**src/luma_config_pkg.sv**
```systemverilog
// Constants, field layouts and carrier types for the input and luma configuration bank
package luma_config_pkg;

  // Register offsets
  localparam logic [7:0] ADDR_INPUT_FORMAT = 8'h00;
  localparam logic [7:0] ADDR_BRIGHTNESS   = 8'h01;
  localparam logic [7:0] ADDR_CONTRAST     = 8'h02;
  localparam logic [7:0] ADDR_LAST         = 8'h02;

  // Reset values
  localparam logic [7:0] RST_INPUT_FORMAT  = 8'hF8;
  localparam logic [7:0] RST_BRIGHTNESS    = 8'h80;
  localparam logic [7:0] RST_CONTRAST      = 8'hBD;

  // Field positions
  localparam int STD_HI      = 7;
  localparam int STD_LO      = 6;
  localparam int TRAP_BIT    = 5;
  localparam int CLPF_BIT    = 4;
  localparam int AGC_BIT     = 3;
  localparam int MUX_HI      = 2;
  localparam int MUX_LO      = 1;
  localparam int SETUP_BIT   = 7;
  localparam int BRIGHT_HI   = 6;
  localparam int FRAC_BITS   = 7;

  // Black levels and gain figures
  localparam logic [7:0] BLACK_SETUP   = 8'h49;
  localparam logic [7:0] BLACK_PLAIN   = 8'h40;
  localparam logic [7:0] GAIN_UNITY    = 8'h80;
  localparam logic [7:0] GAIN_MAX      = 8'hFF;
  localparam logic [7:0] BURST_TARGET  = 8'h14;
  localparam logic [7:0] LUMA_MAX      = 8'hFF;

  typedef enum logic [1:0] {
    STD_PAL_625  = 2'b00,
    STD_PAL_M    = 2'b01,
    STD_PAL_N_SP = 2'b10,
    STD_NTSC_M   = 2'b11
  } videoStd_t;

  typedef enum logic [1:0] {
    MUX_CVBS0 = 2'b00,
    MUX_CVBS1 = 2'b01,
    MUX_CVBS2 = 2'b10,
    MUX_SVIDEO = 2'b11
  } inputMux_t;

  // Decoded configuration carried to the decoder core
  typedef struct packed {
    videoStd_t  standard;
    logic       trapBypass;
    logic       chromaLpfBypass;
    logic       chromaAgcOn;
    logic [1:0] compositeSel;
    logic       sVideoMode;
    logic       setupCancel;
  } videoCfg_t;

endpackage : luma_config_pkg

```
**src/luma_config_bank.sv**
```systemverilog
// Input format, brightness and contrast registers with the luma and chroma gain paths they steer
`timescale 1ns/100ps
`default_nettype none
module luma_config_bank
(
  input  wire logic                      clock,        // 250 MHz clock
  input  wire logic                      srst,         // Synchronous reset, active high
  input  wire logic                      ptrLoad,      // Pulse: load register pointer
  input  wire logic [7:0]                ptrData,      // New pointer value
  input  wire logic                      wrStrobe,     // Pulse: write one byte at pointer
  input  wire logic [7:0]                wrData,       // Byte to write
  input  wire logic                      rdStrobe,     // Pulse: read one byte at pointer
  output logic [7:0]                     rdData,       // Byte read, held until next read
  output logic [7:0]                     regPtr,       // Current register pointer
  output luma_config_pkg::videoCfg_t     cfg,          // Decoded configuration
  input  wire logic                      lumaInValid,  // Luma sample valid
  input  wire logic [7:0]                lumaIn,       // Raw luma sample
  output logic                           lumaOutValid, // Processed luma valid
  output logic [7:0]                     lumaOut,      // Processed, clamped luma
  input  wire logic                      burstValid,   // Pulse: new burst amplitude
  input  wire logic [7:0]                burstAmp,     // Measured burst amplitude in IRE
  output logic [7:0]                     chromaGain    // Chroma gain, 1.7 format
);

  // Register bank and byte port state
  logic [7:0]  formatReg_q;
  logic [7:0]  brightReg_q;
  logic [7:0]  contrastReg_q;
  logic        sVideoMode_q;
  logic [7:0]  regPtr_q;
  logic [7:0]  rdData_q;
  logic [7:0]  regPtr_d;
  logic        wrHit;
  logic        rdHit;
  logic        fmtWrite;

  // Luma and chroma datapath
  logic [7:0]  blackLevel;
  logic signed [10:0] brightOffset;
  logic signed [10:0] offsetSum_q;
  logic        stage1Valid_q;
  logic signed [19:0] product;
  logic [7:0]  lumaOut_d;
  logic [7:0]  lumaOut_q;
  logic        lumaOutValid_q;
  logic [7:0]  chromaGain_d;
  logic [7:0]  chromaGain_q;

  // Pointer step with wrap after the last register
  function automatic logic [7:0] nextPtr(input logic [7:0] ptr);
    nextPtr = (ptr >= luma_config_pkg::ADDR_LAST) ? 8'h00 : ptr + 8'h01;
  endfunction

  // Register contents at an address, unused bits as zero
  function automatic logic [7:0] readReg(input logic [7:0] addr, input logic [7:0] fmt,
                                         input logic [7:0] bri, input logic [7:0] con);
    case (addr)
      luma_config_pkg::ADDR_INPUT_FORMAT: readReg = {fmt[7:1], 1'b0};
      luma_config_pkg::ADDR_BRIGHTNESS:   readReg = bri;
      luma_config_pkg::ADDR_CONTRAST:     readReg = con;
      default:                            readReg = 8'h00;
    endcase
  endfunction

  // Write has priority over a read in the same cycle
  assign wrHit = wrStrobe && !ptrLoad;
  assign rdHit = rdStrobe && !ptrLoad && !wrStrobe;

  // Write aimed at the input format register
  assign fmtWrite = wrHit && (regPtr_q == luma_config_pkg::ADDR_INPUT_FORMAT);

  // Pointer next value
  always_comb
  begin
    if (ptrLoad)
      regPtr_d = ptrData;
    else if (wrHit || rdHit)
      regPtr_d = nextPtr(regPtr_q);
    else
      regPtr_d = regPtr_q;
  end

  // Register pointer
  always_ff @(posedge clock)
  begin
    if (srst)
      regPtr_q <= 8'h00;
    else
      regPtr_q <= regPtr_d;
  end

  // Register writes
  always_ff @(posedge clock)
  begin
    if (srst)
    begin
      formatReg_q   <= luma_config_pkg::RST_INPUT_FORMAT;
      brightReg_q   <= luma_config_pkg::RST_BRIGHTNESS;
      contrastReg_q <= luma_config_pkg::RST_CONTRAST;
    end
    else if (wrHit)
    begin
      case (regPtr_q)
        luma_config_pkg::ADDR_INPUT_FORMAT: formatReg_q <= {wrData[7:1], 1'b0};
        luma_config_pkg::ADDR_BRIGHTNESS:   brightReg_q <= wrData;
        luma_config_pkg::ADDR_CONTRAST:     contrastReg_q <= wrData;
        default: ;
      endcase
    end
  end

  // S-Video flag kept in its own flop so the carrier output stays registered
  always_ff @(posedge clock)
  begin
    if (srst)
      sVideoMode_q <= (luma_config_pkg::RST_INPUT_FORMAT[luma_config_pkg::MUX_HI:luma_config_pkg::MUX_LO] == 2'b11);
    else if (fmtWrite)
      sVideoMode_q <= (wrData[luma_config_pkg::MUX_HI:luma_config_pkg::MUX_LO] == 2'b11);
  end

  // Read data capture
  always_ff @(posedge clock)
  begin
    if (srst)
      rdData_q <= 8'h00;
    else if (rdHit)
      rdData_q <= readReg(regPtr_q, formatReg_q, brightReg_q, contrastReg_q);
  end

  // Field decode into the configuration carrier
  always_comb
  begin
    cfg.standard        = luma_config_pkg::videoStd_t'(
                            formatReg_q[luma_config_pkg::STD_HI:luma_config_pkg::STD_LO]);
    cfg.trapBypass      = formatReg_q[luma_config_pkg::TRAP_BIT];
    cfg.chromaLpfBypass = formatReg_q[luma_config_pkg::CLPF_BIT];
    cfg.chromaAgcOn     = formatReg_q[luma_config_pkg::AGC_BIT];
    cfg.compositeSel    = {formatReg_q[luma_config_pkg::MUX_LO], formatReg_q[luma_config_pkg::MUX_HI]};
    cfg.sVideoMode      = sVideoMode_q;
    cfg.setupCancel     = brightReg_q[luma_config_pkg::SETUP_BIT];
  end

  // Black level and sign-extended brightness offset
  assign blackLevel   = brightReg_q[luma_config_pkg::SETUP_BIT] ? luma_config_pkg::BLACK_SETUP
                                                                : luma_config_pkg::BLACK_PLAIN;
  assign brightOffset = $signed({{4{brightReg_q[luma_config_pkg::BRIGHT_HI]}},
                                 brightReg_q[luma_config_pkg::BRIGHT_HI:0]});

  // Stage 1: black level removed, brightness added
  always_ff @(posedge clock)
  begin
    if (srst)
    begin
      offsetSum_q   <= 11'sh000;
      stage1Valid_q <= 1'b0;
    end
    else
    begin
      stage1Valid_q <= lumaInValid;
      offsetSum_q   <= $signed({3'h0, lumaIn})
                     - $signed({3'h0, blackLevel})
                     + brightOffset;
    end
  end

  // Contrast gain on the offset result
  assign product = offsetSum_q * $signed({1'b0, contrastReg_q});

  // Scaled product clamped to eight bits, never wrapping
  always_comb
  begin
    if (product < 20'sh00000)
      lumaOut_d = 8'h00;
    else if (product[19:luma_config_pkg::FRAC_BITS] > 13'(luma_config_pkg::LUMA_MAX))
      lumaOut_d = luma_config_pkg::LUMA_MAX;
    else
      lumaOut_d = product[luma_config_pkg::FRAC_BITS +: 8];
  end

  // Stage 2: clamped luma registered
  always_ff @(posedge clock)
  begin
    if (srst)
    begin
      lumaOut_q      <= 8'h00;
      lumaOutValid_q <= 1'b0;
    end
    else
    begin
      lumaOutValid_q <= stage1Valid_q;
      lumaOut_q      <= lumaOut_d;
    end
  end

  // Chroma gain next value: unity when off, one saturating step per burst pulse when on, none when burstAmp equals BURST_TARGET
  always_comb
  begin
    chromaGain_d = chromaGain_q;
    if (!formatReg_q[luma_config_pkg::AGC_BIT])
      chromaGain_d = luma_config_pkg::GAIN_UNITY;
    else if (burstValid)
    begin
      if (burstAmp < luma_config_pkg::BURST_TARGET && chromaGain_q != luma_config_pkg::GAIN_MAX)
        chromaGain_d = chromaGain_q + 8'h01;
      else if (burstAmp > luma_config_pkg::BURST_TARGET && chromaGain_q != 8'h00)
        chromaGain_d = chromaGain_q - 8'h01;
    end
  end

  // Chroma gain register
  always_ff @(posedge clock)
  begin
    if (srst)
      chromaGain_q <= luma_config_pkg::GAIN_UNITY;
    else
      chromaGain_q <= chromaGain_d;
  end

  // Outputs straight from their flops
  assign rdData       = rdData_q;
  assign regPtr       = regPtr_q;
  assign lumaOut      = lumaOut_q;
  assign lumaOutValid = lumaOutValid_q;
  assign chromaGain   = chromaGain_q;

endmodule // luma_config_bank
`default_nettype wire

```
**config.mk**
```make
export PLATFORM = sky130hd
export DESIGN_NAME = luma_config_bank
export DESIGN_NICKNAME = d
export VERILOG_FILES = /design/src/luma_config_pkg.sv /design/src/luma_config_bank.sv
export SDC_FILE = /design/constraint.sdc
export NUM_CORES = 1
export LEC_CHECK = 0
export BUFFER_PORTS_ARGS = -buffer_cell sky130_fd_sc_hd__buf_4
export CAP_MARGIN = 5
export CELL_PAD_IN_SITES_DETAIL_PLACEMENT = 0
export CELL_PAD_IN_SITES_GLOBAL_PLACEMENT = 1
export CORE_ASPECT_RATIO = 1.1
export CORE_MARGIN = 3
export CORE_UTILIZATION = 41
export CTS_CLUSTER_SIZE = 24
export DETAILED_ROUTE_END_ITERATION = 10
export GPL_TIMING_DRIVEN = 0
export PLACE_DENSITY = 0.8
export SLEW_MARGIN = 20
export SYNTH_ARGS = -nofsm -noshare
export SYNTH_HDL_FRONTEND = slang
export SYNTH_SLANG_ARGS = --single-unit
```
**constraint.sdc**
```tcl
create_clock -name clock -period 5.2 [get_ports clock]
set_input_delay 0.52 -clock clock [delete_from_list [all_inputs] [get_ports clock]]
set_output_delay 0.52 -clock clock [all_outputs]
set_load 0.02 [all_outputs]
```
* Word level (Yosys, flattened, before mapping)
Index checks and enable logic that the tools add are counted.
Cells by class: add/subtract/negate cells 5, multiply operators 1, $lt $le $gt $ge 5, eq/ne operators 4, muxes and demuxes 8, bitwise gates (word level) 1, reductions and logical operators 19
Operators by type and width (count):
- $mux 8 | 6
- $pmux 8 s3 | 1
- $lt 20x1->1 const B | 1
- $mul 10x9->19 | 1
- $add 8x1->8 const B | 2
- $gt 13x8->1 const B | 1
- $add 9x7->10 | 1
- $sub 8x7->9 | 1
- $eq 8x1->1 const B | 1
- $eq 8x2->1 const B | 1
- $ge 8x2->1 const B | 1
- $gt 8x5->1 const B | 1
- $logic_not 8->1 | 1
- $lt 8x5->1 const B | 1
- $ne 8x8->1 const B | 1
- $reduce_and 2->1 | 4
- $reduce_bool 8->1 | 1
- $sub 8x1->8 const B | 1
- $logic_and 1x1->1 | 6
- $mux 4 | 1
- $reduce_bool 2->1 | 2
- $reduce_or 2->1 | 2
- $eq 2x2->1 const B | 1
- $logic_not 1->1 | 2
- 2 further kinds | 2
Word-level totals: register bits 68, input port bits 39, output and inout bits 42, word-level logic and storage cells 54

* Depth between registers and ports, before layout
word-level depth 6, gate-level depth with buffers 20, mapped depth without buffers 18

* Worst setup path after synthesis
Ideal clock, no wire load.
path kind reg2reg, start point register contrastReg_q[0], end point register lumaOut_q[6], in the netlist lumaOut[6], library setup time 66 ps, arrival 4859 ps, required time 5134 ps, path slack 275 ps, cell stages (with the launch flop) 20, buffers on the path 3, clock period less this slack 4925 ps, path through dfxtp_1 > clkbuf_1 > nand2_1 > fa_1 > inv_1 > fa_1 > fa_1 > inv_1 > fa_1 > inv_1 > ha_1 > buf_2 > a21oi_1 > o21ai_0 > o22ai_1 > a211o_1 > nand3_1 > or3b_1 > buf_6 > a21oi_2
On the way: cells in the longest elaborated chain, start to end 3, elaborated cells between the ends (all ways) 5, classes of those cells mul: 1; order compare: 2; mux: 1; reduce/logical: 1
Ends and longest elaborated chain:
- start, declared | line luma_config_bank.sv:28 | logic [7:0] contrastReg_q;
- start signal, assigned | line luma_config_bank.sv:99 | contrastReg_q <= luma_config_pkg::RST_CONTRAST;
- start signal, assigned | line luma_config_bank.sv:106 | luma_config_pkg::ADDR_CONTRAST: contrastReg_q <= wrData;
- $mul 10x9->19 (*) | line luma_config_bank.sv:167 | assign product = offsetSum_q * $signed({1'b0, contrastReg_q});
- $lt 20x1->1 / $gt 13x8->1 (equally long branches) | line luma_config_bank.sv:172, luma_config_bank.sv:174
- $reduce_or 2->1 (no source line) / $mux 8 (equally long branches)
- end signal, assigned | line luma_config_bank.sv:191 | lumaOut_q <= lumaOut_d;
- end, declared | line luma_config_bank.sv:44 | logic [7:0] lumaOut_q;
Every way passes the cells marked *; elsewhere a longest branch is shown, timed or not. A chain may end at the register's enable or synchronous reset.

* Final worst setup path
start point register contrastReg_q[2], end point register lumaOut_q[2], in the netlist lumaOut[2]
Same word-level chain as after synthesis.

==> run_summary.xml <==
<?xml version="1.0" encoding="UTF-8"?>
<metrics>
  <group name="final_layout">
    <metric name="stdcell_count" unit="">1048</metric>
    <metric name="num-nets-final" unit="">1009</metric>
    <metric name="area.growth.synth_to_final" unit="%">18.8</metric>
    <metric name="layout_common_cells" unit="">sky130_fd_sc_hd__inv_1 (116), sky130_fd_sc_hd__buf_4 (82), sky130_fd_sc_hd__nand2_1 (80)</metric>
    <metric name="antenna-diode-count" unit="">0</metric>
    <metric name="fillers" unit="">1475</metric>
    <metric name="multi_input_area" unit="sq um">4530</metric>
    <metric name="sequential_cell_area_in_the_final_layout" unit="sq um">1370</metric>
    <metric name="commonest_non_fill_non_tap_cell_in_the_layout" unit="">sky130_fd_sc_hd__inv_1</metric>
    <metric name="layout-drive-gt1-share" unit="%">15.4</metric>
  </group>
  <group name="place">
    <metric name="finalWeightedCongestion" unit="">0.880</metric>
    <metric name="dp_hpwl" unit="um">11900</metric>
    <metric name="port-buffer-count" unit="">79</metric>
    <metric name="placed_cells_incl_taps" unit="">1035</metric>
  </group>
  <group name="drt">
    <metric name="drt_first_iter_violations" unit="">238</metric>
    <metric name="vias" unit="">5268</metric>
    <metric name="detailedRoute.firstPassIterationCount" unit="">5</metric>
    <metric name="route.final.wire_length" unit="um">14700</metric>
    <metric name="drc_errors" unit="">0</metric>
    <metric name="avg_wl_per_cell" unit="um">14.0</metric>
    <metric name="vias_per_cell" unit="">5.03</metric>
    <metric name="post_detailed_route_count_of_antenna_violating_nets" unit="">0</metric>
  </group>
  <group name="pwr">
    <metric name="cellPowerDensity" unit="nW/um^2">424</metric>
    <metric name="design_power_total" unit="W">0.00324</metric>
    <metric name="ir_worst_vdd" unit="mV">0.224</metric>
    <metric name="leakage" unit="nW">3.69</metric>
  </group>
  <group name="synthesis">
    <metric name="netlist_area" unit="sq um">6430</metric>
    <metric name="ys_warnings" unit="">0</metric>
    <metric name="synth_edf_count" unit="">0</metric>
    <metric name="ys_async_sr_fraction" unit="%">0</metric>
    <metric name="mappedNetlistNets" unit="">922</metric>
    <metric name="syn_area_per_cell" unit="sq um">8.46</metric>
    <metric name="netlist_instances" unit="">760</metric>
    <metric name="yosysSeqAreaShare" unit="%">21.2</metric>
    <metric name="number_of_register_bits_inferred_by_synthesis" unit="">68</metric>
    <metric name="ys_dominant_reg_cell" unit="">sky130_fd_sc_hd__dfxtp_1</metric>
    <metric name="synth.lib_cells_used.distinct" unit="">54</metric>
  </group>
  <group name="setup_path">
    <metric name="critical_path_start_end_classification" unit="">reg -&gt; reg</metric>
    <metric name="critPathCaptureType" unit="">flop</metric>
    <metric name="cell_with_the_largest_stage_delay_on_the_worst_path" unit="">sky130_fd_sc_hd__fa_2</metric>
    <metric name="crit_path_max_incr_delay" unit="ns">0.62</metric>
    <metric name="r2r.worst_path.cells" unit="">19</metric>
    <metric name="cp.arrival" unit="ns">5.23</metric>
    <metric name="rr_endpoint" unit="">lumaOut[2]$_SDFF_PP0_</metric>
    <metric name="regToRegSetupSlack" unit="ns">0.25</metric>
    <metric name="required" unit="ns">5.47</metric>
    <metric name="critical_path.reg2reg.startpoint" unit="">contrastReg_q[2]$_SDFFE_PP1P_</metric>
    <metric name="cp_max_fo" unit="">10</metric>
    <metric name="crit_family" unit="">adder cells</metric>
    <metric name="worstPathCellList" unit="">buf_4 -&gt; nand2_1 -&gt; fa_2 -&gt; inv_1 -&gt; fa_1 -&gt; fa_1 -&gt; inv_1 -&gt; fa_1 -&gt; inv_1 -&gt; ha_1 -&gt; buf_2 -&gt; a21oi_1 -&gt; o21ai_2 -&gt; o22ai_1 -&gt; a211o_1 -&gt; nand3_1 -&gt; or3b_1 -&gt; buf_6 -&gt; a21oi_2</metric>
    <metric name="setup.worst_path.start_class" unit="">flop</metric>
    <metric name="worst-path-buf-inv" unit="">6</metric>
  </group>
  <group name="sta">
    <metric name="finalHoldViolCount" unit="">0</metric>
    <metric name="hold_ws" unit="ns">0.392</metric>
    <metric name="totalNegativeSetupSlack" unit="ns">0</metric>
    <metric name="setup_viol" unit="">0</metric>
    <metric name="skew" unit="ns">0.00483</metric>
    <metric name="layout_min_cycle_time" unit="ns">4.95</metric>
    <metric name="max_slew.worst_pin.slew" unit="ns">0.976</metric>
    <metric name="maxSlewHeadroom" unit="%">34.4</metric>
    <metric name="period_share" unit="%">95.3</metric>
    <metric name="final_max_slew_viol_count" unit="">0</metric>
    <metric name="rsz0062_at_grt" unit="">false</metric>
    <metric name="maxClockFrequency" unit="MHz">202</metric>
  </group>
  <group name="die">
    <metric name="ioPinCount" unit="">81</metric>
    <metric name="dieWidth" unit="um">125</metric>
    <metric name="floorplan.initialDensity" unit="%">42.2</metric>
    <metric name="area_of_the_core_region" unit="sq um">15200</metric>
    <metric name="die_outline_height" unit="um">137</metric>
    <metric name="floorplan.rows" unit="">47</metric>
    <metric name="design.die.area" unit="sq um">17200</metric>
  </group>
  <group name="clocking">
    <metric name="clock_insertion_delay_worst_skew" unit="ns">0.34</metric>
    <metric name="clock_sinks" unit="">68</metric>
    <metric name="cts-root-to-sink-buffers" unit="">2</metric>
    <metric name="cts-root-buf" unit="">sky130_fd_sc_hd__clkbuf_16</metric>
    <metric name="tritoncts_clock_tree" unit="">built</metric>
    <metric name="clock_tree.htree_level_count" unit="">3</metric>
    <metric name="cts_buffers" unit="">9</metric>
    <metric name="cts.reportedPaths.clkPinSlew" unit="ns">0.06</metric>
  </group>
  <group name="grt">
    <metric name="grt_start_max_net_pins" unit="">13</metric>
    <metric name="grtUsageTotal" unit="%">17.8</metric>
    <metric name="grt_pass1_wl" unit="um">25000</metric>
    <metric name="first_global_vias" unit="">5189</metric>
    <metric name="grt_antenna_before_repair" unit="">0</metric>
    <metric name="gr-total-overflow" unit="">0</metric>
  </group>
  <group name="hold_path">
    <metric name="worst_hold_path_type" unit="">in -&gt; reg</metric>
    <metric name="hold_path_startpoint" unit="">lumaInValid</metric>
    <metric name="worstHoldEndpoint" unit="">stage1Valid_q$_SDFF_PP0_</metric>
    <metric name="holdPathStages" unit="">2</metric>
  </group>
  <group name="outcome">
    <metric name="outcome" unit="">completed</metric>
  </group>
  <group name="flow_run">
    <metric name="max-cap-violations" unit="">0</metric>
  </group>
</metrics>
==> worst reg2reg max path: cells and delay by family, from the launching register on <==
kind                       cells  cell delay, ns
AOI/OAI and AO/OA              5            0.81
DFF                            1            0.38
buffers and inverters          6            0.78
and+or+nand+nor                3            0.52
adders and majority gates      5            2.42
==> kinds of logic (layout without fill, tap and decap cells) <==
kind of cell	count (synthesis)	count (layout)	synth area share, %
xor gates and xnor gates	32	32	4.36
DFF	68	68	21.2
buffers and inverters	149	241	9.07
muxes	4	4	0.642
adders and majority gates	123	123	31.8
and+or+nand+nor	267	267	20.5
AOI/OAI and AO/OA	117	117	12.5
==> worst max-delay path by stage <==
| stage | startpoint | endpoint | cells past startpoint |
|---|---|---|---|
| floorplan | contrastReg_q[0]$_SDFFE_PP1P_ | lumaOut[6]$_SDFF_PP0_ | 19 |
| detailed placement | contrastReg_q[0]$_SDFFE_PP1P_ | lumaOut[2]$_SDFF_PP0_ | 19 |
| global placement | contrastReg_q[2]$_SDFFE_PP1P_ | lumaOut[0]$_SDFF_PP0_ | 19 |
| CTS | contrastReg_q[4]$_SDFFE_PP1P_ | lumaOut[2]$_SDFF_PP0_ | 16 |
| finish | contrastReg_q[2]$_SDFFE_PP1P_ | lumaOut[2]$_SDFF_PP0_ | 19 |
| global route | offsetSum_q[9]$_SDFF_PP0_ | lumaOut[2]$_SDFF_PP0_ | 18 |
==> Yosys cell counts, types with 2 or more instances <==
cell type / number / area, sq um
sky130_fd_sc_hd__a21oi_2: 9 / 78.8
sky130_fd_sc_hd__o21ai_1: 2 / 10.0
sky130_fd_sc_hd__nor4b_1: 2 / 17.5
sky130_fd_sc_hd__o21bai_1: 3 / 22.5
sky130_fd_sc_hd__dfxtp_1: 68 / 1360
sky130_fd_sc_hd__a222oi_1: 7 / 70.1
sky130_fd_sc_hd__xor2_1: 21 / 184
sky130_fd_sc_hd__mux2i_1: 3 / 30.0
sky130_fd_sc_hd__nor2b_1: 8 / 50.1
sky130_fd_sc_hd__nand2_1: 80 / 300
sky130_fd_sc_hd__o31ai_1: 2 / 15.0
sky130_fd_sc_hd__nor2_1: 50 / 188
sky130_fd_sc_hd__o21ai_0: 12 / 60.1
sky130_fd_sc_hd__nor3_1: 17 / 85.1
sky130_fd_sc_hd__nand3_1: 28 / 140
sky130_fd_sc_hd__nand2b_1: 7 / 43.8
sky130_fd_sc_hd__nor4_1: 4 / 25.0
sky130_fd_sc_hd__and3_1: 2 / 12.5
sky130_fd_sc_hd__clkbuf_1: 21 / 78.8
sky130_fd_sc_hd__xnor2_1: 11 / 96.3
sky130_fd_sc_hd__a22oi_1: 3 / 22.5
sky130_fd_sc_hd__a211oi_1: 9 / 67.6
sky130_fd_sc_hd__a21oi_1: 44 / 220
sky130_fd_sc_hd__buf_2: 7 / 35.0
sky130_fd_sc_hd__nand4_1: 5 / 31.3
sky130_fd_sc_hd__ha_1: 56 / 701
sky130_fd_sc_hd__o41ai_1: 4 / 35.0
sky130_fd_sc_hd__and2_1: 45 / 282
sky130_fd_sc_hd__a221oi_1: 2 / 17.5
sky130_fd_sc_hd__inv_1: 116 / 435
sky130_fd_sc_hd__fa_1: 67 / 1340
sky130_fd_sc_hd__nand3b_1: 13 / 97.6
sky130_fd_sc_hd__buf_4: 2 / 15.0
sky130_fd_sc_hd__a211o_1: 2 / 17.5
sky130_fd_sc_hd__a31oi_1: 2 / 12.5
sky130_fd_sc_hd__a21o_1: 7 / 52.6
sky130_fd_sc_hd__o21a_1: 2 / 15.0
==> sequential cells by signal, summed over array words and instances (netlist names) <==
name,flops
brightReg_q,8
chromaGain,8
contrastReg_q,8
formatReg_q,7
lumaOut,8
lumaOutValid,1
offsetSum_q,10
rdData,8
regPtr,8
sVideoMode_q,1
stage1Valid_q,1
==> stage by stage <==
step	setup slack, ns	cell area, sq um	util (%)
final	0.246	7640	50.1
after global routing	0.00124	7640	50.1
after CTS	0.00813	7580	49.8
after detailed placement	-0.303	7270	47.7
after global placement	-0.304	7270	47.7
after floorplan	0.275	6430	-
==> repair_timing <==
item / CTS / global route
pin swaps: 0 / 3
setup endpoints to repair: 8 / 8
setup buffers: 0 / 1
hold endpoints to repair: 0 / 0
gates resized for setup: 8 / 13
hold buffers: 0 / 0
==> power by group <==
part | leakage [nW] | total (W) | switching [W] | internal, W
clock | 0.144 | 0.000627 | 0.000244 | 0.000383
combinational | 2.99 | 0.00196 | 0.00111 | 0.000843
sequential | 0.558 | 0.000652 | 0.0000633 | 0.000589
==> area by class of cell <==
type                    count  area share [%]
repair buffers             80            8.03
flip-flops and latches     68            17.9
clock inverters             6           0.836
plain buffers              28            1.79
multi-input cells         543            59.4
well taps                 196            3.21
clock buffers              10            3.13
inverters                 117            5.75
==> layer usage <==
| layer | vias to the layer above | GRT usage [%] | wire (um) |
|---|---|---|---|
| li1 | 2656 | - | - |
| met1 | 2507 | 23.4 | 6750 |
| met2 | 95 | 30.2 | 7230 |
| met3 | 10 | 3.92 | 525 |
| met4 | 0 | 4.10 | 138 |
| met5 | - | 0 | 0 |
(Power assumes the default switching activity.)
